### src/include/csc_pkg.sv
// Constants and carriers for the socket status-change interrupt block
package csc_pkg;

   ////////////////////////////////////////////////////////////////////////////
   // Register addresses within the socket register space
   localparam logic [11:0] CSC_SOCKET_BASE = 12'h800;
   localparam logic [7:0] CSC_IDX_IGC = 8'h03;
   localparam logic [7:0] CSC_IDX_FLAGS = 8'h04;
   localparam logic [7:0] CSC_IDX_MASK = 8'h05;
   localparam logic [7:0] CSC_IDX_GCTL = 8'h1E;
   localparam logic [7:0] CSC_COMPAT_BASE_A = 8'h00;
   localparam logic [7:0] CSC_COMPAT_BASE_B = 8'h40;

   ////////////////////////////////////////////////////////////////////////////
   // Field positions
   localparam int CSC_FLAG_DETECT = 3;
   localparam int CSC_FLAG_READY = 2;
   localparam int CSC_FLAG_BATLOW = 1;
   localparam int CSC_FLAG_BATTERY_DEAD_FLAG = 0;
   localparam int CSC_IGC_RING = 7;
   localparam int CSC_IGC_CARD_IO = 5;
   localparam int CSC_IGC_PCI_ROUTE = 4;
   localparam int CSC_GCTL_CLEAR_MODE = 2;

   ////////////////////////////////////////////////////////////////////////////
   // Routing select codes and reset values
   localparam logic [3:0] CSC_SEL_NONE = 4'h0;
   localparam logic [3:0] CSC_SEL_IRQ1 = 4'h1;
   localparam logic [3:0] CSC_SEL_SMI = 4'h2;
   localparam logic [7:0] CSC_REG_RST = 8'h00;
   localparam logic [3:0] CSC_FLAGS_RST = 4'h0;
   localparam logic [15:0] CSC_IRQ_RST = 16'h0000;

   ////////////////////////////////////////////////////////////////////////////
   // Carriers
   typedef struct packed {
      logic [1:0] detect_n;
      logic ready;
      logic status_n;
      logic warn_n;
   } csc_card_s;

   // Empty, idle socket: detect lines high, battery lines good
   localparam csc_card_s CSC_CARD_RST = '{detect_n: 2'h3, ready: 1'b0, status_n: 1'b1, warn_n: 1'b1};

   typedef struct packed {
      logic rd;
      logic wr;
      logic compat;
      logic [11:0] addr;
      logic [7:0] wdata;
   } csc_req_s;

   typedef struct packed {
      csc_card_s card_meta;
      csc_card_s card_sync;
      csc_card_s card_prev;
      logic [3:0] flags;
      logic [7:0] route_mask;
      logic [7:0] igc;
      logic [7:0] gctl;
      logic [7:0] rdata;
      logic [15:0] isa_irq;
      logic smi;
      logic pci_int;
   } csc_state_s;

endpackage

### src/logic/csc_irq.sv
// Status-change detection, flag register and interrupt steering for one socket
`timescale 1ns/1ps

// Behaviour
// - A flag whose source enable is off always reads 0.
// - An enabled source becoming active sets its flag until software clears it.
// - Flags clear on status read or by writing 1, chosen by global control bit 2.
// - Status bits 7 to 4 always read as zero.
// - Status bit 3 sets on a change of either card-detect line.
// - Memory card: status bit 2 sets on a READY low-to-high transition.
// - I/O card: status bit 2 always reads 0.
// - Memory card: bit 1 flags battery warning; I/O card: bit 1 reads 0.
// - Bit 0 flags battery dead for memory cards, STSCHG assertion for I/O cards.
// - With ring indicate enabled, status bit 0 shows the ring indicate state.
// - Select field 7:4: 0 none, 1 IRQ1, 2 SMI, n gives IRQn.
// - Select 0 with diagnostic bit set routes to PCI, ignoring the route bit.
// - Select 0 with diagnostic bit clear reaches PCI only if route bit set.
// - Config bit 3 enables card-detect change events, default off.
// - Config bit 2 enables READY rising events, default off.
// - Config bit 1 enables battery warning events, default off.
// - Config bit 0 enables battery dead or STSCHG events, default off.
// - Status register at socket base plus 04h (804h) and compatibility index 04h or 44h.
// - Control bit 4 set sends status-change interrupts to PCI instead.
// - Control bit 5 selects memory card (0) or I/O card (1) behaviour.
// - Control bit 7 switches the status input to ring indicate operation.
module csc_irq #(
   parameter bit SOCKET_B = 1'b0
) (
   input wire logic i_core_clk,
   input wire logic i_resetn,
   input wire csc_pkg::csc_req_s i_req,
   input wire logic i_diag_event_pci_route,
   input wire logic [1:0] i_card_detect_n,
   input wire logic i_card_ready,
   input wire logic i_card_status_n,
   input wire logic i_card_warn_n,
   output logic [7:0] o_reg_rdata,
   output logic [15:0] o_isa_irq,
   output logic o_smi,
   output logic o_pci_int
);

   ////////////////////////////////////////////////////////////////////////////
   // Helpers

   // Compatibility accesses use the per-socket index window
   function automatic logic reg_hit(input csc_pkg::csc_req_s req, input logic [7:0] idx);
      logic [7:0] base;
      base = SOCKET_B ? csc_pkg::CSC_COMPAT_BASE_B : csc_pkg::CSC_COMPAT_BASE_A;
      if (req.compat) begin
         reg_hit = (req.addr[7:0] == 8'(base + idx));
      end else begin
         reg_hit = (req.addr == 12'(csc_pkg::CSC_SOCKET_BASE + {4'h0, idx}));
      end
   endfunction

   // What software sees in the status register
   function automatic logic [7:0] flag_view(
      input logic [3:0] flags,
      input logic [7:0] route_mask,
      input logic [7:0] igc,
      input logic status_n
   );
      logic [7:0] view;
      view = {4'h0, flags & route_mask[3:0]};
      if (igc[csc_pkg::CSC_IGC_CARD_IO]) begin
         view[csc_pkg::CSC_FLAG_READY] = 1'b0;
         view[csc_pkg::CSC_FLAG_BATLOW] = 1'b0;
      end
      if (igc[csc_pkg::CSC_IGC_RING]) begin
         // Live level, not latched: ring is a state, not an event
         view[csc_pkg::CSC_FLAG_BATTERY_DEAD_FLAG] = ~status_n & route_mask[csc_pkg::CSC_FLAG_BATTERY_DEAD_FLAG];
      end
      flag_view = view;
   endfunction

   // Gather the card pins into one word for the synchroniser
   function automatic csc_pkg::csc_card_s card_pins(
      input logic [1:0] detect_n,
      input logic ready,
      input logic status_n,
      input logic warn_n
   );
      csc_pkg::csc_card_s pins;
      pins.detect_n = detect_n;
      pins.ready = ready;
      pins.status_n = status_n;
      pins.warn_n = warn_n;
      card_pins = pins;
   endfunction

   // Edge events from the last two synchronised samples of the card pins
   function automatic logic [3:0] edge_events(
      input csc_pkg::csc_card_s sync,
      input csc_pkg::csc_card_s prev,
      input logic card_io,
      input logic ring_on
   );
      logic [3:0] seen;
      seen = 4'h0;
      // Only the active edge counts for ready, warning and status; detect sets on any change
      seen[csc_pkg::CSC_FLAG_DETECT] = |(sync.detect_n ^ prev.detect_n);
      seen[csc_pkg::CSC_FLAG_READY] = sync.ready & ~prev.ready & ~card_io;
      seen[csc_pkg::CSC_FLAG_BATLOW] = ~sync.warn_n & prev.warn_n & ~card_io;
      // Same pin is battery dead for memory cards and STSCHG for I/O cards
      seen[csc_pkg::CSC_FLAG_BATTERY_DEAD_FLAG] = ~sync.status_n & prev.status_n & ~ring_on;
      edge_events = seen;
   endfunction

   // Read data for one decoded register; unmapped reads return zero
   function automatic logic [7:0] read_mux(
      input logic [3:0] hits,
      input logic [7:0] view,
      input logic [7:0] route_mask,
      input logic [7:0] igc,
      input logic [7:0] gctl
   );
      logic [7:0] data;
      data = csc_pkg::CSC_REG_RST;
      if (hits[0]) begin
         data = view;
      end else if (hits[1]) begin
         data = route_mask;
      end else if (hits[2]) begin
         data = igc;
      end else if (hits[3]) begin
         data = gctl;
      end
      read_mux = data;
   endfunction

   // Bits that a status access clears; the mode bit picks read-clear or write-one-clear
   function automatic logic [3:0] clear_pick(
      input logic write_mode,
      input logic rd_hit,
      input logic wr_hit,
      input logic [3:0] wdata,
      input logic [3:0] shown
   );
      logic [3:0] bits;
      bits = 4'h0;
      if (write_mode) begin
         if (wr_hit) begin
            bits = wdata;
         end
      end else begin
         if (rd_hit) begin
            // Only bits actually returned are cleared, so a flag set meanwhile survives
            bits = shown;
         end
      end
      clear_pick = bits;
   endfunction

   // Set wins over a clear in the same cycle; a disabled source keeps no flag
   function automatic logic [3:0] next_flags(
      input logic [3:0] flags,
      input logic [3:0] clear,
      input logic [3:0] armed,
      input logic [3:0] enables
   );
      next_flags = ((flags & ~clear) | armed) & enables;
   endfunction

   // Global control keeps only the clear-mode bit; the other bits read zero
   function automatic logic [7:0] gctl_keep(input logic [7:0] wdata);
      logic [7:0] kept;
      kept = csc_pkg::CSC_REG_RST;
      kept[csc_pkg::CSC_GCTL_CLEAR_MODE] = wdata[csc_pkg::CSC_GCTL_CLEAR_MODE];
      gctl_keep = kept;
   endfunction

   // The interrupt follows the masked view, so a hidden flag never raises a line
   function automatic logic any_pending(input logic [7:0] view);
      any_pending = |view[3:0];
   endfunction

   // One ISA line per select code; codes 0 and 2 carry no ISA line
   function automatic logic [15:0] isa_line(input logic [3:0] sel);
      logic [15:0] line;
      case (sel)
         4'h0: line = 16'h0000;
         4'h1: line = 16'h0002;
         4'h2: line = 16'h0000;
         4'h3: line = 16'h0008;
         4'h4: line = 16'h0010;
         4'h5: line = 16'h0020;
         4'h6: line = 16'h0040;
         4'h7: line = 16'h0080;
         4'h8: line = 16'h0100;
         4'h9: line = 16'h0200;
         4'hA: line = 16'h0400;
         4'hB: line = 16'h0800;
         4'hC: line = 16'h1000;
         4'hD: line = 16'h2000;
         4'hE: line = 16'h4000;
         4'hF: line = 16'h8000;
         default: line = 16'h0000;
      endcase
      isa_line = line;
   endfunction

   // Steering of a pending event onto PCI, SMI or one ISA line, packed {isa, smi, pci}
   function automatic logic [17:0] steer(
      input logic pending,
      input logic [3:0] sel,
      input logic pci_route,
      input logic diag_route
   );
      logic to_pci;
      logic [17:0] lines;
      // Select 0 with the diagnostic bit overrides the route bit
      to_pci = pci_route | ((sel == csc_pkg::CSC_SEL_NONE) & diag_route);
      lines = {csc_pkg::CSC_IRQ_RST, 1'b0, 1'b0};
      // Routes are exclusive so the host never services one event twice
      if (pending) begin
         if (to_pci) begin
            lines[0] = 1'b1;
         end else if (sel == csc_pkg::CSC_SEL_SMI) begin
            lines[1] = 1'b1;
         end else begin
            lines[17:2] = isa_line(sel);
         end
      end
      steer = lines;
   endfunction

   ////////////////////////////////////////////////////////////////////////////
   // State

   csc_pkg::csc_state_s state_reg;
   csc_pkg::csc_state_s state_next;

   logic card_io;
   logic ring_on;
   logic [3:0] event_seen;
   logic [3:0] event_armed;
   logic [3:0] clear_bits;
   logic [7:0] view_now;
   logic hit_igc;
   logic hit_flags;
   logic hit_mask;
   logic hit_gctl;
   logic pending;
   logic [3:0] sel;

   ////////////////////////////////////////////////////////////////////////////
   // Next state

   always_comb begin
      state_next = state_reg;

      // Card pins are asynchronous: two flops, then a third for edge detection
      state_next.card_meta = card_pins(i_card_detect_n, i_card_ready, i_card_status_n,
         i_card_warn_n);
      state_next.card_sync = state_reg.card_meta;
      state_next.card_prev = state_reg.card_sync;

      card_io = state_reg.igc[csc_pkg::CSC_IGC_CARD_IO];
      ring_on = state_reg.igc[csc_pkg::CSC_IGC_RING];

      // Event detection
      event_seen = edge_events(state_reg.card_sync, state_reg.card_prev, card_io, ring_on);

      // Per-source enables from the low nibble of the route/mask register
      event_armed = event_seen & state_reg.route_mask[3:0];

      view_now = flag_view(state_reg.flags, state_reg.route_mask, state_reg.igc,
         state_reg.card_sync.status_n);

      // Register decode
      hit_igc = reg_hit(i_req, csc_pkg::CSC_IDX_IGC);
      hit_flags = reg_hit(i_req, csc_pkg::CSC_IDX_FLAGS);
      hit_mask = reg_hit(i_req, csc_pkg::CSC_IDX_MASK);
      hit_gctl = reg_hit(i_req, csc_pkg::CSC_IDX_GCTL);

      // Reads: one cycle latency, unmapped addresses return zero
      state_next.rdata = csc_pkg::CSC_REG_RST;
      if (i_req.rd) begin
         state_next.rdata = read_mux({hit_gctl, hit_igc, hit_mask, hit_flags}, view_now,
            state_reg.route_mask, state_reg.igc, state_reg.gctl);
      end

      // Flag clearing: only bits actually returned are cleared by a read
      clear_bits = clear_pick(state_reg.gctl[csc_pkg::CSC_GCTL_CLEAR_MODE], i_req.rd & hit_flags,
         i_req.wr & hit_flags, i_req.wdata[3:0], view_now[3:0]);

      // Set wins over a clear in the same cycle; disabled sources hold no flag
      state_next.flags = next_flags(state_reg.flags, clear_bits, event_armed,
         state_reg.route_mask[3:0]);

      // Register writes
      if (i_req.wr) begin
         if (hit_mask) begin
            state_next.route_mask = i_req.wdata;
         end
         if (hit_igc) begin
            state_next.igc = i_req.wdata;
         end
         if (hit_gctl) begin
            // Only the clear-mode bit lives here; the rest reads zero
            state_next.gctl = gctl_keep(i_req.wdata);
         end
      end

      // Interrupt steering, registered so outputs come from flops
      pending = any_pending(view_now);
      sel = state_reg.route_mask[7:4];
      {state_next.isa_irq, state_next.smi, state_next.pci_int} = steer(pending, sel,
         state_reg.igc[csc_pkg::CSC_IGC_PCI_ROUTE], i_diag_event_pci_route);
   end

   ////////////////////////////////////////////////////////////////////////////
   // State register

   always_ff @(posedge i_core_clk or negedge i_resetn) begin
      if (!i_resetn) begin
         state_reg.card_meta <= csc_pkg::CSC_CARD_RST;
         state_reg.card_sync <= csc_pkg::CSC_CARD_RST;
         state_reg.card_prev <= csc_pkg::CSC_CARD_RST;
         state_reg.flags <= csc_pkg::CSC_FLAGS_RST;
         state_reg.route_mask <= csc_pkg::CSC_REG_RST;
         state_reg.igc <= csc_pkg::CSC_REG_RST;
         state_reg.gctl <= csc_pkg::CSC_REG_RST;
         state_reg.rdata <= csc_pkg::CSC_REG_RST;
         state_reg.isa_irq <= csc_pkg::CSC_IRQ_RST;
         state_reg.smi <= 1'b0;
         state_reg.pci_int <= 1'b0;
      end else begin
         state_reg <= state_next;
      end
   end

   ////////////////////////////////////////////////////////////////////////////
   // Outputs

   assign o_reg_rdata = state_reg.rdata;
   assign o_isa_irq = state_reg.isa_irq;
   assign o_smi = state_reg.smi;
   assign o_pci_int = state_reg.pci_int;

endmodule

### config.mk
export PLATFORM = sky130hd
export DESIGN_NAME = csc_irq
export DESIGN_NICKNAME = d
export VERILOG_FILES = /design/src/include/csc_pkg.sv /design/src/logic/csc_irq.sv
export SDC_FILE = /design/constraint.sdc
export NUM_CORES = 1
export LEC_CHECK = 0
export BUFFER_PORTS_ARGS = -buffer_cell sky130_fd_sc_hd__buf_4
export CAP_MARGIN = 25
export CORE_UTILIZATION = 57
export DETAILED_ROUTE_END_ITERATION = 8
export PLACE_DENSITY_LB_ADDON = 0.05
export SETUP_SLACK_MARGIN = 0.3
export SLEW_MARGIN = 20
export SYNTH_ARGS = -nofsm -noshare
export SYNTH_HDL_FRONTEND = slang
export SYNTH_SLANG_ARGS = --single-unit
### constraint.sdc
create_clock -name i_core_clk -period 2.4 [get_ports i_core_clk]
set_input_delay 0.36 -clock i_core_clk [delete_from_list [all_inputs] [get_ports i_core_clk]]
set_output_delay 0.36 -clock i_core_clk [all_outputs]
set_load 0.05 [all_outputs]
======== Word level (Yosys, flattened, before mapping) ========
Memory sizes are Yosys's and may differ from the RTL's.
Index checks and enable logic that the tools add are counted.
Widths: inputs -> output; s select.
operators by class
  bitwise operators ....................... 23
  reduce and logical (&&, ||, !) cells .... 6
  multiplexer cells ....................... 19
  eq/ne operators ......................... 9
operators with widths
  cell                  number
  $eq 12x12->1 const B  4
  $mux 8                4
  $mux 18               1
  $mux 17               1
  $and 4x4->4           4
  $eq 8x3->1 const B    2
  $mux 16               1
  $mux 4                3
  $and 1x1->1           10
  $eq 8x2->1 const B    1
  $eq 8x5->1 const B    1
  $mux 1                7
  $reduce_and 2->1      3
  $not 1->1             5
  $eq 4x2->1 const B    1
  $logic_not 4->1       1
  $not 4->4             1
  $or 4x4->4            1
  $reduce_or 4->1       1
  $mux 3                1
  $mux 2                1
  $reduce_or 2->1       1
  $xor 2x2->2           1
  $or 1x1->1            1
storage, ports and cells
  bits in registers ....................... 62
  memories ................................ 1
  bits of input ports ..................... 31
  memory bits (read-only) ................. 224
memories
  memory           words  width  rd ports  clocked after Yosys merged registers in  wr ports  RTL line        RTL
  (no name shown)  16     14     1         0                                        0         csc_irq.sv:181  case (sel)

======== Depth between registers and ports, before layout ========
Gate-level depths: netlist of the first run.
  depth in word-level cells ............... 9
  depth in mapped cells ................... 6
  depth with buffers taken out ............ 5

======== Worst setup path after synthesis of the first run ========
OpenSTA, ideal clock, no wires.
  kind .................................... input to register
  start point ............................. in i_req[8] (netlist bit)
  end point ............................... reg state_reg[53] (netlist bit)
  arrival time ............................ 1.452 ns
  path buffers ............................ 1
  stages .................................. 6
  data required time ...................... 2.276 ns
  setup time .............................. 0.124 ns
  path slack .............................. 0.824 ns
  path through ............................ buf_4 -> nor3_1 -> nand2_1 -> nor4_2 -> a21oi_1 -> o31a_1
RTL lines
  item                    RTL line        RTL
  start: declaration      csc_irq.sv:31   input wire csc_pkg::csc_req_s i_req,
  end signal: assignment  csc_irq.sv:330  state_reg <= state_next;
  end: declaration        csc_irq.sv:231  csc_pkg::csc_state_s state_reg;

==> results of run 1 <==
-- cell usage after synthesis (all sizes together) (2+ instances only) --
master / instances / area (µm²)
o21a: 3 / 22.5
dfrtp: 48 / 1200
nor2b: 3 / 18.8
nand2b: 4 / 25.0
nand4: 5 / 61.3
o21ai: 2 / 13.8
buf: 27 / 200
nor4: 8 / 56.3
o22a: 3 / 26.3
mux2: 17 / 191
clkbuf: 5 / 21.3
a211oi: 2 / 15.0
xor2: 2 / 17.5
nor3b: 2 / 15.0
a22oi: 7 / 52.6
a21oi: 4 / 20.0
nor3: 13 / 65.1
dfstp: 12 / 315
inv: 5 / 18.8
nand2: 9 / 33.8
nor2: 10 / 45.0
-- critical path, cell delays in order (launching register included) --
cell                      delay [ns]
sky130_fd_sc_hd__dfrtp_1        0.47
sky130_fd_sc_hd__nor2_1         0.19
sky130_fd_sc_hd__nand2_1        0.10
sky130_fd_sc_hd__a41o_1         0.43
sky130_fd_sc_hd__nor4_1         0.36
-- path summary, 6_finish.rpt --
kind / from / end / slack, ns / cells after the start
setup reg to reg: card_io / o_isa_irq[1] / 0.74 / 4
hold / removal: i_resetn / card_io / 0.08 / 1
max in group asynchronous: i_resetn / o_reg_rdata[6] / 1.84 / 1
min in group i_core_clk: i_card_detect_n[0] / state_next[62] / 0.14 / 1
setup / recovery: card_io / o_isa_irq[1] / 0.74 / 4
hold reg to reg: state_next[63] / state_next[58] / 0.36 / 0
-- per-stage QoR --
step	hold WS, ns	utilization	power [mW]
after floorplan	0.0644	-	1.12
after global placement	0.342	0.679	1.19
after detailed placement	0.338	0.679	1.20
after CTS	0.110	0.720	1.97
after global routing	0.126	0.720	2.04
final	0.0807	0.720	1.95
-- where the power goes --
| part | internal (mW) | switching (mW) | total (mW) |
|---|---|---|---|
| Combinational | 0.0529 | 0.0662 | 0.119 |
| Sequential | 1.04 | 0.0173 | 1.06 |
| Clock | 0.422 | 0.353 | 0.775 |
-- kinds of logic (layout without fill, tap and decap cells) --
family                 count (synthesis)  count (layout)  synth area share
other                                  1               2           0.00147
buffers and inverters                 37              76            0.0943
XOR/XNOR                               2               2           0.00687
flip-flops                            60              60             0.595
AO/OA/AOI/OAI                         28              28            0.0830
AND/OR/NAND/NOR                       58              58             0.144
multiplexers                          17              17            0.0751
-- layer usage --
metal,GRT usage,vias to the layer above,routed length [µm]
met1,0.314,833,2080
met3,0.0543,7,219
li1,-,763,-
met5,0,-,0
met2,0.376,48,2450
met4,0.115,0,51
-- layout make-up --
class	instances	area (µm²)
Inverter	5	18.8
Sequential cell	60	1520
Timing Repair Buffer	56	420
Clock inverter	2	10.0
Clock buffer	13	159
Tap cell	50	62.6
Fill cell	305	1160
Multi-Input combinational cell	107	796
==> impl_results.rst, run 1 <==
.. list-table::
   :header-rows: 1

   * - Metric
     - Value
   * - Outcome
     - complete, no violations
   * - Tcrit/Tclk final
     - 0.691
   * - DR DRC count
     - 0
   * - Routed length per instance
     - around 16 µm
   * - Total Wirelength
     - roughly 4800 µm
   * - Tot GR Track Use
     - 0.240
   * - Number of instances in the synthesized netlist
     - 203
   * - Kind of critical path
     - reg -> reg
   * - Final hold violation count
     - 0
   * - Filler-free cell count of the finished design
     - ~290
   * - Final setup skew
     - 0.00963 ns
   * - Total number of yosys warnings
     - 0
   * - Layout net count
     - between 200 and 300
   * - Number of buffers inserted by port buffering
     - between 50 and 60
   * - Clock transition at the registers of the reported paths
     - roughly 0.060 ns
   * - Element type at the critical path end
     - flop
   * - Largest register FFs
     - 20
   * - Static Leak
     - 1.38 nW
   * - Quantity of gates resized following cts
     - 0
   * - Sum of negative setup slack
     - 0 ns
   * - Data required, critical path
     - 2.60 ns
   * - Ant diodes
     - 0
   * - Crit path time final
     - around 1.7 ns
   * - DRT iter0 DRCs
     - 143
   * - Placeable core area
     - a little over 4000 µm²
   * - Die Area
     - 4740 µm²
   * - Global-route wire length before repair
     - between 8000 and 9000 µm
   * - Worst-skew pair later-pin latency
     - between 0.3 and 0.4 ns
   * - Final worst setup slack
     - 0.741 ns
   * - Via count
     - 1651
   * - CTS buffer count
     - 9
   * - Height of the chip
     - 68.9 µm
   * - Min-Delay Path Class
     - in -> async
   * - Final setup violation count
     - 0
   * - Ratio of total power to cell area
     - around 650 nW/µm²
   * - Setup fix buffers added after clock tree synthesis
     - 0
   * - Fraction of synthesis flops using an asynchronous set or reset pin
     - 1.00
   * - Cell area after placement
     - approximately 2800 µm²
   * - Most used cells in the layout excluding fill and tap cells
     - sky130_fd_sc_hd__buf_4 (56), sky130_fd_sc_hd__dfrtp_1 (48), sky130_fd_sc_hd__mux2_2 (17)
   * - Syn Std Cell Area
     - approximately 2500 µm²
   * - Synth Register Bits
     - 60
   * - Weighted congestion reported at the end of routability-driven placement
     - approximately 0.94
   * - Worst slew pin tran
     - roughly 0.7 ns
   * - Grt total ovfl
     - 0
   * - Most common cell after layout, fill and taps aside
     - sky130_fd_sc_hd__buf_4
   * - Number of nets with antenna violations after detailed routing
     - 0
   * - Mean instance size in the synthesized netlist
     - approximately 13 µm²
   * - Predominant post-synthesis flop cell
     - sky130_fd_sc_hd__dfrtp_1
   * - DRT Pass-1 Iters
     - 4
   * - Sequential area share after synthesis
     - 0.595
   * - Data arrival, critical path
     - 1.86 ns
   * - CTS Buffer Depth
     - 2
   * - Slew Viols, Final
     - 0
   * - I/O Pins
     - 57
   * - Number of synthesized flops with an enable pin
     - 0
   * - H-tree level count
     - 3
   * - Critical-path maximum fanout
     - 15
   * - DPL Wire Length
     - roughly 3500 µm
   * - Antenna violations before repair
     - 0
   * - Max frequency
     - 0.603 GHz
   * - Worst slew margin
     - 0.530
   * - Kind of start point of the critical path
     - flop
   * - Starting density of the core
     - 0.615
   * - Avg Vias per Cell
     - roughly 5.6
   * - Dpl ws
     - 0.562 ns
   * - Max-cap violation count
     - 0
   * - Non-Filler Cell Area, Final
     - 2980 µm²
   * - Pin count of the biggest net entering global routing
     - just over 60
   * - Hold bufs inserted after CTS
     - 0
   * - Clock Tree Root
     - sky130_fd_sc_hd__clkbuf_8
   * - Cell count after placement
     - about 280
   * - Horiz. Die Dim
     - between 60 and 70 µm
   * - Number of sinks handled by clock tree synthesis
     - 60
   * - Layout overhead on the synthesized area
     - 17.0%
   * - Distinct cell type count of the synthesized netlist
     - 39
   * - CTS tree
     - done
   * - Number of global-route vias before repair
     - about 1700
   * - Worst vdd rail ir drop
     - between 500 and 600 µV
   * - Fraction of final layout cells with drive strength greater than 1
     - 0.428
   * - RSZ-0062 raised after global routing
     - no
   * - Row count
     - 23
Power figures use the tool's default switching activity.
==> run 2, diff against run 1 <==
- CORE_UTILIZATION: 57 -> 48
- clock period: 2.4 -> 1.5 ns (I/O delays scaled with it)
==> run 2 against run 1 <==
Compared with the run above:
- first-iteration DRC count decreased by 31%
- clock skew barely moved
- routed wire length grew 12%
- register-to-register slack worse by 0.64 ns
- cell count grew 17%
==> impl_results.rst, run 2 (synthesized netlist as in run 1, its figures left out) <==
.. list-table::
   :header-rows: 1

   * - Metric
     - Value
   * - Min-Delay Path Class
     - in -> reg
   * - Element type at the critical path end
     - flop
   * - Weighted congestion reported at the end of routability-driven placement
     - roughly 0.9
   * - H-tree level count
     - 3
   * - Fraction of final layout cells with drive strength greater than 1
     - 0.569
   * - Final hold violation count
     - 0
   * - Critical-path maximum fanout
     - 8
   * - Crit path time final
     - between 1 and 1.5 ns
   * - Layout net count
     - around 300
   * - Number of sinks handled by clock tree synthesis
     - 60
   * - Max frequency
     - around 0.71 GHz
   * - Max-cap violation count
     - 0
   * - Largest register FFs
     - 20
   * - Reg2Reg Launch Point
     - state_next[55]
   * - Hold wc startpoint
     - i_req[6]
   * - Worst vdd rail ir drop
     - around 770 µV
   * - Pin count of the biggest net entering global routing
     - 36
   * - Outcome
     - complete, no violations
   * - Final setup skew
     - ~0.0092 ns
   * - DRT Pass-1 Iters
     - 4
   * - Avg Vias per Cell
     - about 5.2
   * - Layout overhead on the synthesized area
     - 39.9%
   * - Global-route wire length before repair
     - ~8400 µm
   * - Data arrival, critical path
     - between 1.5 and 2 ns
   * - Critical path launch point
     - state_next[55]
   * - Kind of critical path
     - reg -> reg
   * - Starting density of the core
     - 0.499
   * - Smallest hold slack
     - 0.139 ns
   * - Kind of start point of the critical path
     - flop
   * - Number of buffers inserted by port buffering
     - between 50 and 60
   * - DPL Wire Length
     - ~3600 µm
   * - Worst-skew pair later-pin latency
     - between 0.3 and 0.4 ns
   * - Routed length per instance
     - between 15 and 20 µm
   * - Overall power after layout
     - roughly 3.3 mW
   * - Most used cells in the layout excluding fill and tap cells
     - sky130_fd_sc_hd__buf_4 (74), sky130_fd_sc_hd__dfrtp_1 (47), sky130_fd_sc_hd__mux2_2 (16)
   * - Horiz. Die Dim
     - between 70 and 80 µm
   * - Number of nets with antenna violations after detailed routing
     - 0
   * - Row count
     - 26
   * - Number of global-route vias before repair
     - 1773
   * - Height of the chip
     - 74.9 µm
   * - Via count
     - 1791
   * - DRT iter0 DRCs
     - approximately 100
   * - CTS buffer count
     - 9
   * - Grt total ovfl
     - 0
   * - Slew Viols, Final
     - 0
   * - Static Leak
     - 1.64 nW
   * - Final setup violation count
     - 0
   * - Placeable core area
     - about 5000 µm²
   * - Clock Tree Root
     - sky130_fd_sc_hd__clkbuf_8
   * - Antenna violations before repair
     - 0
   * - Ratio of total power to cell area
     - between 900 and 1000 nW/µm²
   * - Data required, critical path
     - roughly 1.7 ns
   * - Clock transition at the registers of the reported paths
     - 0.06 ns
   * - CTS tree
     - done
   * - I/O Pins
     - 57
   * - CTS Buffer Depth
     - 2
   * - RSZ-0062 raised after global routing
     - yes
   * - Most common cell after layout, fill and taps aside
     - sky130_fd_sc_hd__buf_4
   * - Ant diodes
     - 0
   * - Die Area
     - 5610 µm²
   * - Tot GR Track Use
     - 0.212
   * - Total Wirelength
     - approximately 5400 µm
   * - DR DRC count
     - 0
   * - Tcrit/Tclk final
     - 0.934
-- run 2: cell count changes in the layout (fill, tap and decap cells not counted), moves of 4 or more --
cell	change
sky130_fd_sc_hd__nor4_4	+5
sky130_fd_sc_hd__nor3_1	-12
sky130_fd_sc_hd__nor4_1	-6
sky130_fd_sc_hd__buf_6	+4
sky130_fd_sc_hd__nor3_4	+5
sky130_fd_sc_hd__dlygate4sd3_1	+6
sky130_fd_sc_hd__buf_4	+18
sky130_fd_sc_hd__nor3_2	+7
-- run 2: final timing paths --
check                                  to  slack, ns  depth (start not counted)
hold / removal                     sel[2]       0.14                          2
hold reg to reg            state_next[56]       0.35                          0
setup reg to reg             o_isa_irq[1]        0.1                          6
min in group asynchronous  o_reg_rdata[2]       0.35                          2
max in group asynchronous   state_reg[57]       0.59                          3
setup / recovery             o_isa_irq[1]        0.1                          6
-- run 2: per-layer routing --
metal | global-route usage | up-vias | part of all wire
met5 | 0 | - | 0
met1 | 0.273 | 904 | 0.45
met2 | 0.337 | 51 | 0.51
met4 | 0.111 | 0 | 0.010
met3 | 0.0469 | 5 | 0.038
li1 | - | 831 | -
-- run 2: where the power goes --
part / total [mW] / internal (mW) / switching [mW]
logic: 0.256 / 0.124 / 0.132
registers: 1.70 / 1.67 / 0.0301
clock network: 1.31 / 0.754 / 0.559
total: 3.27 / 2.54 / 0.721
-- run 2: critical path, cell delays in order (launching register included) --
cell and delay [ns]:
sky130_fd_sc_hd__dfstp_2 0.53, sky130_fd_sc_hd__nand2_2 0.04, sky130_fd_sc_hd__o211ai_1 0.10, sky130_fd_sc_hd__buf_4 0.16, sky130_fd_sc_hd__a41o_4 0.23, sky130_fd_sc_hd__buf_12 0.15, sky130_fd_sc_hd__nor4_2 0.04
-- run 2: cell type report --
cell class	count	area, µm²
Sequential cell	60	1520
Timing Repair Buffer	87	728
Clock inverter	3	40.0
Tap cell	70	87.6
Fill cell	375	1540
Clock buffer	12	135
Inverter	5	18.8
Multi-Input combinational cell	107	1040
-- run 2: per-stage QoR --
| stage | setup TNS [ns] | std cells | setup slack (ns) | utilization | cell area, µm² |
|---|---|---|---|---|---|
| after floorplan | 0 | 204 | 0.0960 | - | 2640 |
| after global placement | -2.71 | 310 | -0.154 | 0.594 | 3030 |
| after detailed placement | -3.19 | 310 | -0.180 | 0.594 | 3030 |
| after CTS | 0 | 342 | 0.136 | 0.679 | 3470 |
| after global routing | 0 | 344 | 0.0477 | 0.698 | 3560 |
| final | 0 | 344 | 0.0989 | 0.698 | 3560 |
-- run 2: repair_timing --
action,CTS,global route
cloned,1,0
gates resized for setup,20,15
hold endpoints to repair,30,0
endpoints found under the setup margin,36,40
setup buffers,10,2
pin swaps,16,5
hold buffers,6,0
